===== config.mk =====
export PLATFORM = sky130hd
export DESIGN_NAME = ipv_ctrl
export DESIGN_NICKNAME = d
export VERILOG_FILES = /design/src/hdl/ipv_pkg.sv /design/src/hdl/ipv_ctrl.sv
export SDC_FILE = /design/constraint.sdc
export NUM_CORES = 1
export LEC_CHECK = 0
export BUFFER_PORTS_ARGS = -buffer_cell sky130_fd_sc_hd__buf_2
export CORE_MARGIN = 2
export CORE_UTILIZATION = 45
export DETAILED_ROUTE_END_ITERATION = 6
export MAX_ROUTING_LAYER = met4
export PLACE_DENSITY = 0.72
export SLEW_MARGIN = 40
export SYNTH_ARGS = -nofsm -noshare
export SYNTH_HDL_FRONTEND = slang
export SYNTH_SLANG_ARGS = --single-unit

===== constraint.sdc =====
create_clock -name pclk -period 3.3 [get_ports pclk]
set_input_delay 0.66 -clock pclk [delete_from_list [all_inputs] [get_ports pclk]]
set_output_delay 0.66 -clock pclk [all_outputs]
set_load 0.005 [all_outputs]

===== src/hdl/ipv_pkg.sv =====
// Purpose: Shared constants and types for the interrupt post/mask/vector block
// Assumes: APB with 32-bit data; registers hold 8 bits in the low lanes
// Notes: Offsets are register indexes; byte address is four times the index
package ipv_pkg;

  // ==========================================================================
  // Register indexes and byte address width
  localparam logic [7:0] IDX_POSTED_CLEAR_0 = 8'hDA;
  localparam logic [7:0] IDX_POSTED_CLEAR_1 = 8'hDB;
  localparam logic [7:0] IDX_POSTED_CLEAR_2 = 8'hDC;
  localparam logic [7:0] IDX_SOFT_POST_CONTROL = 8'hDE;
  localparam logic [7:0] IDX_SOURCE_MASK_2 = 8'hDF;
  localparam logic [7:0] IDX_SOURCE_MASK_0 = 8'hE0;
  localparam logic [7:0] IDX_SOURCE_MASK_1 = 8'hE1;
  localparam logic [7:0] IDX_VECTOR_READ_CLEAR = 8'hE2;
  localparam logic [7:0] IDX_IRQ_STATUS = 8'hE4;
  localparam logic [7:0] IDX_IRQ_MASK = 8'hE5;
  localparam int ADDR_W = 10;

  // ==========================================================================
  // Field layout
  localparam logic [7:0] IMPL_MASK_0 = 8'hFF;
  localparam logic [7:0] IMPL_MASK_1 = 8'hE0;
  localparam logic [7:0] IMPL_MASK_2 = 8'h77;
  localparam int SOFT_POST_BIT = 7;
  localparam logic [7:0] RESET_BYTE = 8'h00;
  localparam logic [7:0] VEC_STEP = 8'h04;
  localparam int NUM_SRC = 24;

  // Flat source index to priority level (bank*8+bit), 0 where reserved
  localparam logic [4:0] PRIO_TABLE [NUM_SRC] = '{
    5'h01, 5'h02, 5'h03, 5'h04, 5'h05, 5'h07, 5'h19, 5'h06,
    5'h00, 5'h00, 5'h00, 5'h00, 5'h00, 5'h0D, 5'h0E, 5'h0F,
    5'h10, 5'h11, 5'h12, 5'h00, 5'h14, 5'h15, 5'h16, 5'h00
  };

  // ==========================================================================
  // Block-side status bits: bit 0 a vector became available
  localparam int EVT_W = 1;

  typedef struct packed {
    logic capture0_event;
    logic prog_interval_event;
    logic ms_timer_event;
  } ipv_timer_src_t;

  typedef struct packed {
    logic [4:0] gpio_port_event;
    logic power_fault_event;
    logic external_irq_0;
    logic external_irq_1;
    logic external_irq_2;
    logic spi_tx_event;
    logic spi_rx_event;
    logic sleep_timer_event;
    logic capture1_event;
    logic counter_wrap_event;
  } ipv_src_t;

endpackage


===== src/hdl/ipv_ctrl.sv =====
// Purpose: Posted flags, source masks, soft posting and vector encoder
// Assumes: Sources come from logic on pclk; gpio events are levels
// Notes: Single clock; APB slave answers with zero wait states
`timescale 1ns/100ps

module ipv_ctrl #(
  parameter int NUM_GPIO = 5
) (
  // Clock and reset
  input wire logic pclk,
  input wire logic presetn,
  // APB slave
  input wire logic psel,
  input wire logic penable,
  input wire logic pwrite,
  input wire logic [ipv_pkg::ADDR_W-1:0] paddr,
  input wire logic [31:0] pwdata,
  input wire logic [3:0] pstrb,
  output logic [31:0] prdata,
  output logic pready,
  output logic pslverr,
  // Interrupt sources
  input wire ipv_pkg::ipv_src_t src_in,
  input wire ipv_pkg::ipv_timer_src_t timer_src_in,
  // Core side
  input wire logic global_irq_enable,
  input wire logic vector_take,
  output logic core_irq_req,
  output logic [7:0] core_vector,
  // Summary interrupt
  output logic irq
);

  // ==========================================================================
  // Bus decode
  logic wr_en;
  logic rd_en;
  logic [7:0] idx;
  logic [7:0] wbyte;
  logic lane0;

  assign wr_en = psel & penable & pwrite;
  assign rd_en = psel & penable & ~pwrite;
  assign idx = paddr[ipv_pkg::ADDR_W-1:2];
  assign wbyte = pwdata[7:0];
  assign lane0 = pstrb[0];
  assign pready = 1'b1;

  // ==========================================================================
  // Source vector in register bit order
  logic [NUM_GPIO-1:0] gpio_prev_ff;
  logic [NUM_GPIO-1:0] nxt_gpio_prev;
  logic [NUM_GPIO-1:0] gpio_edge;
  logic [23:0] hw_evt;

  always_comb begin
    nxt_gpio_prev = src_in.gpio_port_event;
  end

  // Rising edge only; a held level posts once
  assign gpio_edge = src_in.gpio_port_event & ~gpio_prev_ff;

  always_comb begin
    hw_evt = 24'h000000;
    hw_evt[0] = src_in.power_fault_event;
    hw_evt[1] = src_in.external_irq_0;
    hw_evt[2] = src_in.spi_tx_event;
    hw_evt[3] = src_in.spi_rx_event;
    hw_evt[4] = gpio_edge[0];
    hw_evt[5] = src_in.external_irq_1;
    hw_evt[6] = src_in.sleep_timer_event;
    hw_evt[7] = gpio_edge[1];
    hw_evt[15] = timer_src_in.capture0_event;
    hw_evt[14] = timer_src_in.prog_interval_event;
    hw_evt[13] = timer_src_in.ms_timer_event;
    hw_evt[16] = src_in.capture1_event;
    hw_evt[17] = src_in.counter_wrap_event;
    hw_evt[18] = src_in.external_irq_2;
    hw_evt[20] = gpio_edge[2];
    hw_evt[21] = gpio_edge[3];
    hw_evt[22] = gpio_edge[4];
  end

  // ==========================================================================
  // Posted flags, masks and soft post enable
  localparam logic [23:0] IMPL = {ipv_pkg::IMPL_MASK_2, ipv_pkg::IMPL_MASK_1,
                                  ipv_pkg::IMPL_MASK_0};
  logic [23:0] posted_ff;
  logic [23:0] nxt_posted;
  logic [23:0] mask_ff;
  logic [23:0] nxt_mask;
  logic soft_post_enable_ff;
  logic nxt_soft_post_enable;
  logic [23:0] pending;
  logic [23:0] taken;
  logic [4:0] win_idx;
  logic win_valid;
  logic [7:0] win_vector;

  assign pending = posted_ff & mask_ff & IMPL;

  // Priority encoder over ascending priority level
  always_comb begin
    logic [4:0] best;
    best = 5'h1F;
    win_idx = 5'h00;
    win_valid = 1'b0;
    for (int i = 0; i < ipv_pkg::NUM_SRC; i++) begin
      if (pending[i] && ipv_pkg::PRIO_TABLE[i] < best) begin
        best = ipv_pkg::PRIO_TABLE[i];
        win_idx = 5'(i);
        win_valid = 1'b1;
      end
    end
    win_vector = win_valid ? 8'({3'b000, best} * ipv_pkg::VEC_STEP) : 8'h00;
  end

  // Core takes a vector only while its own enable is set
  always_comb begin
    taken = 24'h000000;
    if (vector_take && global_irq_enable && win_valid) begin
      taken[win_idx] = 1'b1;
    end
  end

  always_comb begin
    logic [1:0] bank;
    logic wr_bank;
    nxt_posted = posted_ff;
    nxt_mask = mask_ff;
    nxt_soft_post_enable = soft_post_enable_ff;
    bank = 2'b00;
    wr_bank = 1'b0;
    if (wr_en && lane0) begin
      case (idx)
        ipv_pkg::IDX_POSTED_CLEAR_0: begin
          bank = 2'd0;
          wr_bank = 1'b1;
        end
        ipv_pkg::IDX_POSTED_CLEAR_1: begin
          bank = 2'd1;
          wr_bank = 1'b1;
        end
        ipv_pkg::IDX_POSTED_CLEAR_2: begin
          bank = 2'd2;
          wr_bank = 1'b1;
        end
        ipv_pkg::IDX_SOURCE_MASK_0: nxt_mask[7:0] = wbyte & ipv_pkg::IMPL_MASK_0;
        ipv_pkg::IDX_SOURCE_MASK_1: nxt_mask[15:8] = wbyte & ipv_pkg::IMPL_MASK_1;
        ipv_pkg::IDX_SOURCE_MASK_2: nxt_mask[23:16] = wbyte & ipv_pkg::IMPL_MASK_2;
        ipv_pkg::IDX_SOFT_POST_CONTROL: begin
          nxt_soft_post_enable = wbyte[ipv_pkg::SOFT_POST_BIT];
        end
        default: begin
        end
      endcase
    end
    // Taken flags leave first, so a new event in the same cycle still posts
    nxt_posted = nxt_posted & ~taken;
    if (wr_bank) begin
      for (int b = 0; b < 8; b++) begin
        if (soft_post_enable_ff && wbyte[b]) begin
          nxt_posted[8*bank+b] = 1'b1;
        end else if (!soft_post_enable_ff && !wbyte[b]) begin
          nxt_posted[8*bank+b] = 1'b0;
        end
      end
    end
    // Vector write clears every pending flag; masked posts survive
    if (wr_en && lane0 && idx == ipv_pkg::IDX_VECTOR_READ_CLEAR) begin
      nxt_posted = nxt_posted & ~pending;
    end
    // Hardware set wins over any clear in the same cycle
    nxt_posted = (nxt_posted | hw_evt) & IMPL;
  end

  // ==========================================================================
  // Block status and summary interrupt
  logic [ipv_pkg::EVT_W-1:0] evt_status_ff;
  logic [ipv_pkg::EVT_W-1:0] nxt_evt_status;
  logic [ipv_pkg::EVT_W-1:0] evt_mask_ff;
  logic [ipv_pkg::EVT_W-1:0] nxt_evt_mask;
  logic had_pending_ff;

  always_comb begin
    nxt_evt_status = evt_status_ff;
    nxt_evt_mask = evt_mask_ff;
    if (rd_en && idx == ipv_pkg::IDX_IRQ_STATUS) begin
      nxt_evt_status = '0;
    end
    if (wr_en && lane0 && idx == ipv_pkg::IDX_IRQ_MASK) begin
      nxt_evt_mask = wbyte[ipv_pkg::EVT_W-1:0];
    end
    // Set after clear so an event on the read cycle is kept
    if (win_valid && !had_pending_ff) begin
      nxt_evt_status[0] = 1'b1;
    end
  end

  // ==========================================================================
  // Read mux
  logic [7:0] rbyte;

  always_comb begin
    case (idx)
      ipv_pkg::IDX_POSTED_CLEAR_0: rbyte = posted_ff[7:0];
      ipv_pkg::IDX_POSTED_CLEAR_1: rbyte = posted_ff[15:8];
      ipv_pkg::IDX_POSTED_CLEAR_2: rbyte = posted_ff[23:16];
      ipv_pkg::IDX_SOURCE_MASK_0: rbyte = mask_ff[7:0];
      ipv_pkg::IDX_SOURCE_MASK_1: rbyte = mask_ff[15:8];
      ipv_pkg::IDX_SOURCE_MASK_2: rbyte = mask_ff[23:16];
      ipv_pkg::IDX_SOFT_POST_CONTROL: rbyte = {soft_post_enable_ff, 7'h00};
      ipv_pkg::IDX_VECTOR_READ_CLEAR: rbyte = win_vector;
      ipv_pkg::IDX_IRQ_STATUS: rbyte = 8'(evt_status_ff);
      ipv_pkg::IDX_IRQ_MASK: rbyte = 8'(evt_mask_ff);
      default: rbyte = 8'h00;
    endcase
  end

  always_comb begin
    prdata = rd_en ? {24'h000000, rbyte} : 32'h00000000;
    pslverr = 1'b0;
  end

  assign core_irq_req = win_valid & global_irq_enable;
  assign core_vector = win_vector;
  assign irq = |(evt_status_ff & evt_mask_ff);

  // ==========================================================================
  // State registers
  always_ff @(posedge pclk or negedge presetn) begin
    if (!presetn) begin
      posted_ff <= 24'h000000;
      mask_ff <= 24'h000000;
      soft_post_enable_ff <= 1'b0;
      gpio_prev_ff <= '0;
      evt_status_ff <= '0;
      evt_mask_ff <= '0;
      had_pending_ff <= 1'b0;
    end else begin
      posted_ff <= nxt_posted;
      mask_ff <= nxt_mask;
      soft_post_enable_ff <= nxt_soft_post_enable;
      gpio_prev_ff <= nxt_gpio_prev;
      evt_status_ff <= nxt_evt_status;
      evt_mask_ff <= nxt_evt_mask;
      had_pending_ff <= win_valid;
    end
  end

endmodule


**After elaboration in Yosys (flattened, before gate mapping)**

Index checks and enable logic that the tools add are counted.
W data, S select, Z words.

- Bits in writable memories: 0
- Output and inout port bits: 44
- Bits in latches: 0
- Memories kept: 0
- Word-level logic and storage cells: 265
- Flip-flop bits (word level): 43
- Input bits: 70
- Bits in read-only memories: 0

- Equality and inequality tests: 10
- Reduce and logical (&&, ||, !) cells: 64
- $mul: 0
- Add/subtract/negate cells: 7
- Multiplexer cells: 103
- Order comparisons: 34
- Bitwise gates (word level): 38
- Div/mod/pow operators: 0
- Shifts and indexed selects: 0

Operators with widths:

| operator | number |
|---|---|
| $mux W23 | 26 |
| $and A23 B23 Y23 | 11 |
| $not A23 Y23 | 9 |
| $or A23 B23 Y23 | 8 |
| $mux W5 | 32 |
| $eq A8 B8 Y1 const B | 10 |
| $pmux W8 S10 | 1 |
| $logic_and A1 B1 Y1 | 48 |
| $ge A6 B1 Y1 const B | 7 |
| $lt A6 B6 Y1 const B | 7 |
| $demux W1 S5 | 8 |
| $lt A5 B5 Y1 const A | 7 |
| $mux W1 | 31 |
| $add A5 B3 Y6 const B | 4 |
| $not A17 Y23 | 1 |
| $or A23 B17 Y23 | 1 |
| $lt A3 B5 Y1 const A | 4 |
| $lt A4 B5 Y1 const A | 3 |
| $add A5 B2 Y6 const B | 2 |
| $lt A5 B6 Y1 const B | 2 |
| $ge A5 B1 Y1 const B | 2 |
| $logic_not A1 Y1 | 10 |
| $lt A2 B5 Y1 const A | 2 |
| $mux W8 | 1 |
| other kinds (12) | 19 |

**Depth between registers and ports, before layout**

- Word-level depth: 92
- Gate-level depth with buffers: 9
- Depth with buffers taken out: 7

**Least setup slack after synthesis**

OpenSTA, ideal clock, no wires.

- Path type: flip-flop to output port
- From: register posted_ff[2]
- To: output prdata[2]
- Arrival time: 2.321 ns
- Buffers on the path: 0
- Cell stages (with the launch flop): 7
- Data required time: 2.640 ns
- Path slack: 0.319 ns
- Cell sequence: dfrtp_1 > a222oi_1 > nand3_2 > or2_1 > and3_1 > nor4_2 > a21o_1

- Cells in the longest elaborated chain, start to end: 48
- Elaborated cells on any way between the ends: 63
- Classes of those cells: order compare: 14; mux: 33; bitwise: 1; reduce/logical: 15

Ends and longest elaborated chain:

| what | line | text |
|---|---|---|
| start: declaration | ipv_ctrl.sv:88 | `logic [23:0] posted_ff;` |
| start signal: assignment | ipv_ctrl.sv:241 | `posted_ff <= nxt_posted;` |
| $and A23 B23 Y23 * | ipv_ctrl.sv:100 | `assign pending = posted_ff & mask_ff & IMPL;` |
| $logic_and A1 B1 Y1 * | ipv_ctrl.sv:109 | `if (pending[i] && ipv_pkg::PRIO_TABLE[i] < best) begin` |
| $mux W5 | ipv_ctrl.sv:109 |  |
| $lt A3 B5 Y1 | ipv_ctrl.sv:109 |  |
| $logic_and A1 B1 Y1 | ipv_ctrl.sv:109 |  |
| $mux W5 | ipv_ctrl.sv:109 |  |
| $lt A3 B5 Y1 | ipv_ctrl.sv:109 |  |
| $logic_and A1 B1 Y1 | ipv_ctrl.sv:109 |  |
| [33 not listed] | - |  |
| $mux W5 | ipv_ctrl.sv:109 |  |
| $lt A5 B5 Y1 | ipv_ctrl.sv:109 |  |
| $logic_and A1 B1 Y1 | ipv_ctrl.sv:109 |  |
| $mux W5 / $mux W1 (equally long branches) | ipv_ctrl.sv:109 |  |
| $mux W7 * | ipv_ctrl.sv:115 | `win_vector = win_valid ? 8'({3'b000, best} * ipv_pkg::VEC_STEP) : 8'h00;` |
| via core_vector[2] | ipv_ctrl.sv:29 | `output logic [7:0] core_vector,` |
| $pmux W8 S10 * | ipv_ctrl.sv:205 | `case (idx)` |
| $mux W8 * | ipv_ctrl.sv:221 | `prdata = rd_en ? {24'h000000, rbyte} : 32'h00000000;` |
| end: declaration | ipv_ctrl.sv:19 | `output logic [31:0] prdata,` |

Mark *: on every way through the listed nets, which the timed path passes. The rest lies on a longest branch.

**Final worst setup path**

- From: register posted_ff[0]
- To: output prdata[3]

- Cells in the longest elaborated chain, start to end: 53
- Elaborated cells on any way between the ends: 70
- Classes of those cells: order compare: 16; mux: 37; bitwise: 1; reduce/logical: 16

Ends and longest elaborated chain:

| what | line |
|---|---|
| $and A23 B23 Y23 * | ipv_ctrl.sv:100 |
| $mux W5 | ipv_ctrl.sv:109 |
| $lt A2 B5 Y1 | ipv_ctrl.sv:109 |
| $logic_and A1 B1 Y1 | ipv_ctrl.sv:109 |
| $mux W5 | ipv_ctrl.sv:109 |
| $lt A2 B5 Y1 | ipv_ctrl.sv:109 |
| $logic_and A1 B1 Y1 | ipv_ctrl.sv:109 |
| $mux W5 | ipv_ctrl.sv:109 |
| [37 not listed] | - |
| $logic_and A1 B1 Y1 | ipv_ctrl.sv:109 |
| $mux W5 | ipv_ctrl.sv:109 |
| $lt A5 B5 Y1 | ipv_ctrl.sv:109 |
| $logic_and A1 B1 Y1 | ipv_ctrl.sv:109 |
| $mux W5 / $mux W1 (equally long branches) | ipv_ctrl.sv:109 |
| $mux W7 * | ipv_ctrl.sv:115 |
| $pmux W8 S10 * | ipv_ctrl.sv:205 |
| $mux W8 * | ipv_ctrl.sv:221 |

Every way passes the cells marked *; elsewhere a longest branch is shown, timed or not.

==> flow_summary.yaml <==
clock_network:
  cts-buffers-inserted: 5
  h-tree-depth: 2
  clk_latency_ns: 0.30
  cts_buffer_depth: 2
  cts_sinks: 43
  path_clk_slew_ns: 0.08
  cts_root_buffer: "clkbuf_8"
  cts_tree: "yes"
timing:
  finalHoldViolations: 0
  worst_slack_ns: 0.0890
  worst_pin_slew_ns: 0.574
  rsz0062_at_grt: "true"
  setup_violations: 0
  fin_crit_sh_pct: 97.3
  max-slew-margin-rel_pct: 61.8
  fmax_mhz: 311
  slew_violations: 0
  fin_setup_tns_ns: 0
  finClkSkew_ns: 0.0127
  fin_crit_ns: 3.21
route:
  wl_met2_um: 5620
  drc: 0
  top_layer_used: "met4"
  wl_met3_um: 824
  via_per_inst: 6.21
  wl_um: 12100
  vias: 3728
  drtPass1Iterations: 7
  ant_nets: 0
  drtIter0Drc: 280
  wl_per_cell_um: 20.1
  wl_met1_um: 5340
synthesis:
  ys.flop_type: "dfrtp_1"
  synth-simple-area-share_pct: 20.9
  ys_seq_elements: 43
  synth_top_family_by_area: "compound AO/OA/AOI/OAI gates"
  synth_top_area_share_pct: 30.4
  ys_warn_count: 0
  synth_cell_types: 63
  syn_inst: 421
  syn_area_per_cell_um2: 8.40
  async_reset_ff_share_pct: 100
  synthAdderAreaFrac_pct: 0
  synth_area_um2: 3530
  yosys.area.top_type: "dfrtp_1"
  synthMuxAreaShare_pct: 7.54
  synth_area_leaders: "dfrtp_1 30%, mux2_2 6.7%, buf_4 6.4%, nand2_1 3.9%, a21oi_1 3.4%"
  synthXorXnorAreaFrac_pct: 0
  synth_edf_count: 0
  synth_compound_area_share_pct: 31.1
  ys_seq_area_share_pct: 30.4
placed_design:
  post-place-ws_ns: 0.200
  place.gp.congestion: 0.977
  placed_cell_area_um2: 3980
  io_buffer_count: 55
  dp_cells: 587
  hpwl_um: 9140
power_and_ir_drop:
  power_leakage_nw: 1.83
  power.share.combinational_pct: 19.2
  p_per_area_nw_per_um2: 268
  power_frac_seq_pct: 49.6
  p_clk_share_pct: 31.2
  max-vdd-ir-drop_mv: 0.167
  internal-power_mw: 0.792
  power.switching_mw: 0.331
  swShare_pct: 29.5
  power_mw: 1.12
worst_hold_path:
  hold_path_class: "input pin to async pin"
die:
  dieArea_um2: 8580
  die_y_um: 92.6
  io_pins: 114
  core_area_um2: 7690
  initial_core_util_pct: 46.0
  rows: 32
  die_w_um: 92.6
global_routing:
  grt_usage_pct: 29.4
  grt_max_degree: 44
  grt_overflow: 0
  antenna_found_initial: 0
  grt_pass1_vias: 3559
  grt_pass1_wl_um: 18900
outcome:
  status: "complete, no violations"
finish:
  antenna-diode-count: 0
  fin_area_um2: 4190
  stdcell_count: 600
  layout.nets: 568
  drive_gt1_share_pct: 30.1
  n_fill_cell: 767
  syn_to_final_growth_pct: 18.5
critical_path:
  cp-end-kind: "primary output"
  cp.arrival_ns: 2.55
  start_kind: "register"
  critical_path_class: "register to primary output"
  crit_path_max_fanout: 7
  crit_required_ns: 2.64
job:
  cap_violations: 0
==> registers in the layout (all words and copies together), names as in the netlist <==
register / flops
evt_mask_ff: 1
evt_status_ff: 1
gpio_prev_ff: 5
had_pending_ff: 1
mask_ff: 17
posted_ff: 17
soft_post_enable_ff: 1
==> synth_stat cells, types with 6 or more instances <==
| library cell | count |
|---|---|
| a211oi_1 | 10 |
| a21boi_0 | 7 |
| a21oi_1 | 24 |
| a222oi_1 | 7 |
| a22oi_1 | 12 |
| a31oi_1 | 8 |
| and2_1 | 9 |
| buf_4 | 30 |
| clkbuf_1 | 16 |
| dfrtp_1 | 43 |
| inv_1 | 12 |
| mux2_2 | 21 |
| nand2_1 | 37 |
| nand3_1 | 12 |
| nand4_1 | 6 |
| nor2_1 | 25 |
| nor3_1 | 13 |
| o21ai_0 | 20 |
| o21bai_1 | 6 |
| o22ai_1 | 8 |
| or3_1 | 6 |
==> cells by family (layout without fill, tap and decap cells) <==
kind of cell           count (synthesis)  count (layout)
buffers and inverters                 62             112
flip-flops                            43              43
AO/OA/AOI/OAI                        153             153
other                                  2              29
multiplexers                          24              24
AND/OR/NAND/NOR                      137             137
==> power groups by stage <==
stage	combinational, mW	clock (mW)	sequential, mW
finish	0.216	0.350	0.557
global route	0.236	0.379	0.559
CTS	0.202	0.365	0.557
detailed placement	0.200	0	0.567
global placement	0.197	0	0.567
floorplan	0.137	0	0.563
==> cell type report <==
class	count	area (um^2)	area share, %
Multi-Input combinational cell	343	2290	54.7
Sequential cell	43	1080	25.7
Timing Repair Buffer	92	556	13.3
Tap cell	102	128	3.05
Clock buffer	6	82.6	1.97
Inverter	13	48.8	1.16
Clock inverter	1	5.00	0.119
==> worst paths after layout <==
| check | start | end | slack, ns | cells after the start |
|---|---|---|---|---|
| worst max-delay path | posted_ff[0] | prdata[3] | 0.09 | 9 |
| worst min-delay path | presetn | posted_ff[7] | 0.34 | 1 |
| worst max register to register | posted_ff[0] | posted_ff[1] | 0.44 | 9 |
| worst min register to register | gpio_prev_ff[1] | posted_ff[7] | 0.40 | 1 |
| max in group asynchronous | presetn | posted_ff[0] | 2.56 | 1 |
| min in group pclk | gpio_prev_ff[1] | posted_ff[7] | 0.40 | 1 |
==> stage by stage <==
stage | hold slack (ns) | util, %
after global placement | 0.405 | 51.7
after floorplan | 0.364 | -
after detailed placement | 0.411 | 51.7
after global routing | 0.389 | 54.5
after CTS | 0.368 | 53.1
final | 0.344 | 54.5
==> metal layers <==
layer | track usage [%] | vias to the layer above
met4 | 9.56 | 0
met1 | 39.3 | 1823
met2 | 45.9 | 176
met5 | - | -
met3 | 4.72 | 26
li1 | - | 1703
==> critical path, cell delays in order, from the launching register on <==
cell	delay, ns
dfrtp_2	0.42
a222oi_1	0.35
buf_4	0.23
and2_4	0.17
nor2b_4	0.16
nor3_2	0.08
o31a_1	0.26
a211oi_2	0.32
o22ai_2	0.12
buf_2	0.15
==> repair_timing <==
item	CTS	global route
hold buffers	0	0
setup buffers	0	6
endpoints found under the setup margin	4	6
pin swaps	1	3
resized for setup	5	16
==> cells in the final DEF (no fill, tap or decap), drive strengths merged, types with 10 or more instances in the layout <==
| cell | instances |
|---|---|
| a211oi | 10 |
| a21oi | 25 |
| a22oi | 12 |
| and2 | 11 |
| buf | 92 |
| conb | 29 |
| dfrtp | 43 |
| inv | 12 |
| mux2 | 21 |
| nand2 | 38 |
| nand3 | 13 |
| nor2 | 25 |
| nor3 | 13 |
| o21ai | 21 |
Note: power is estimated with default switching activity, not from simulation.
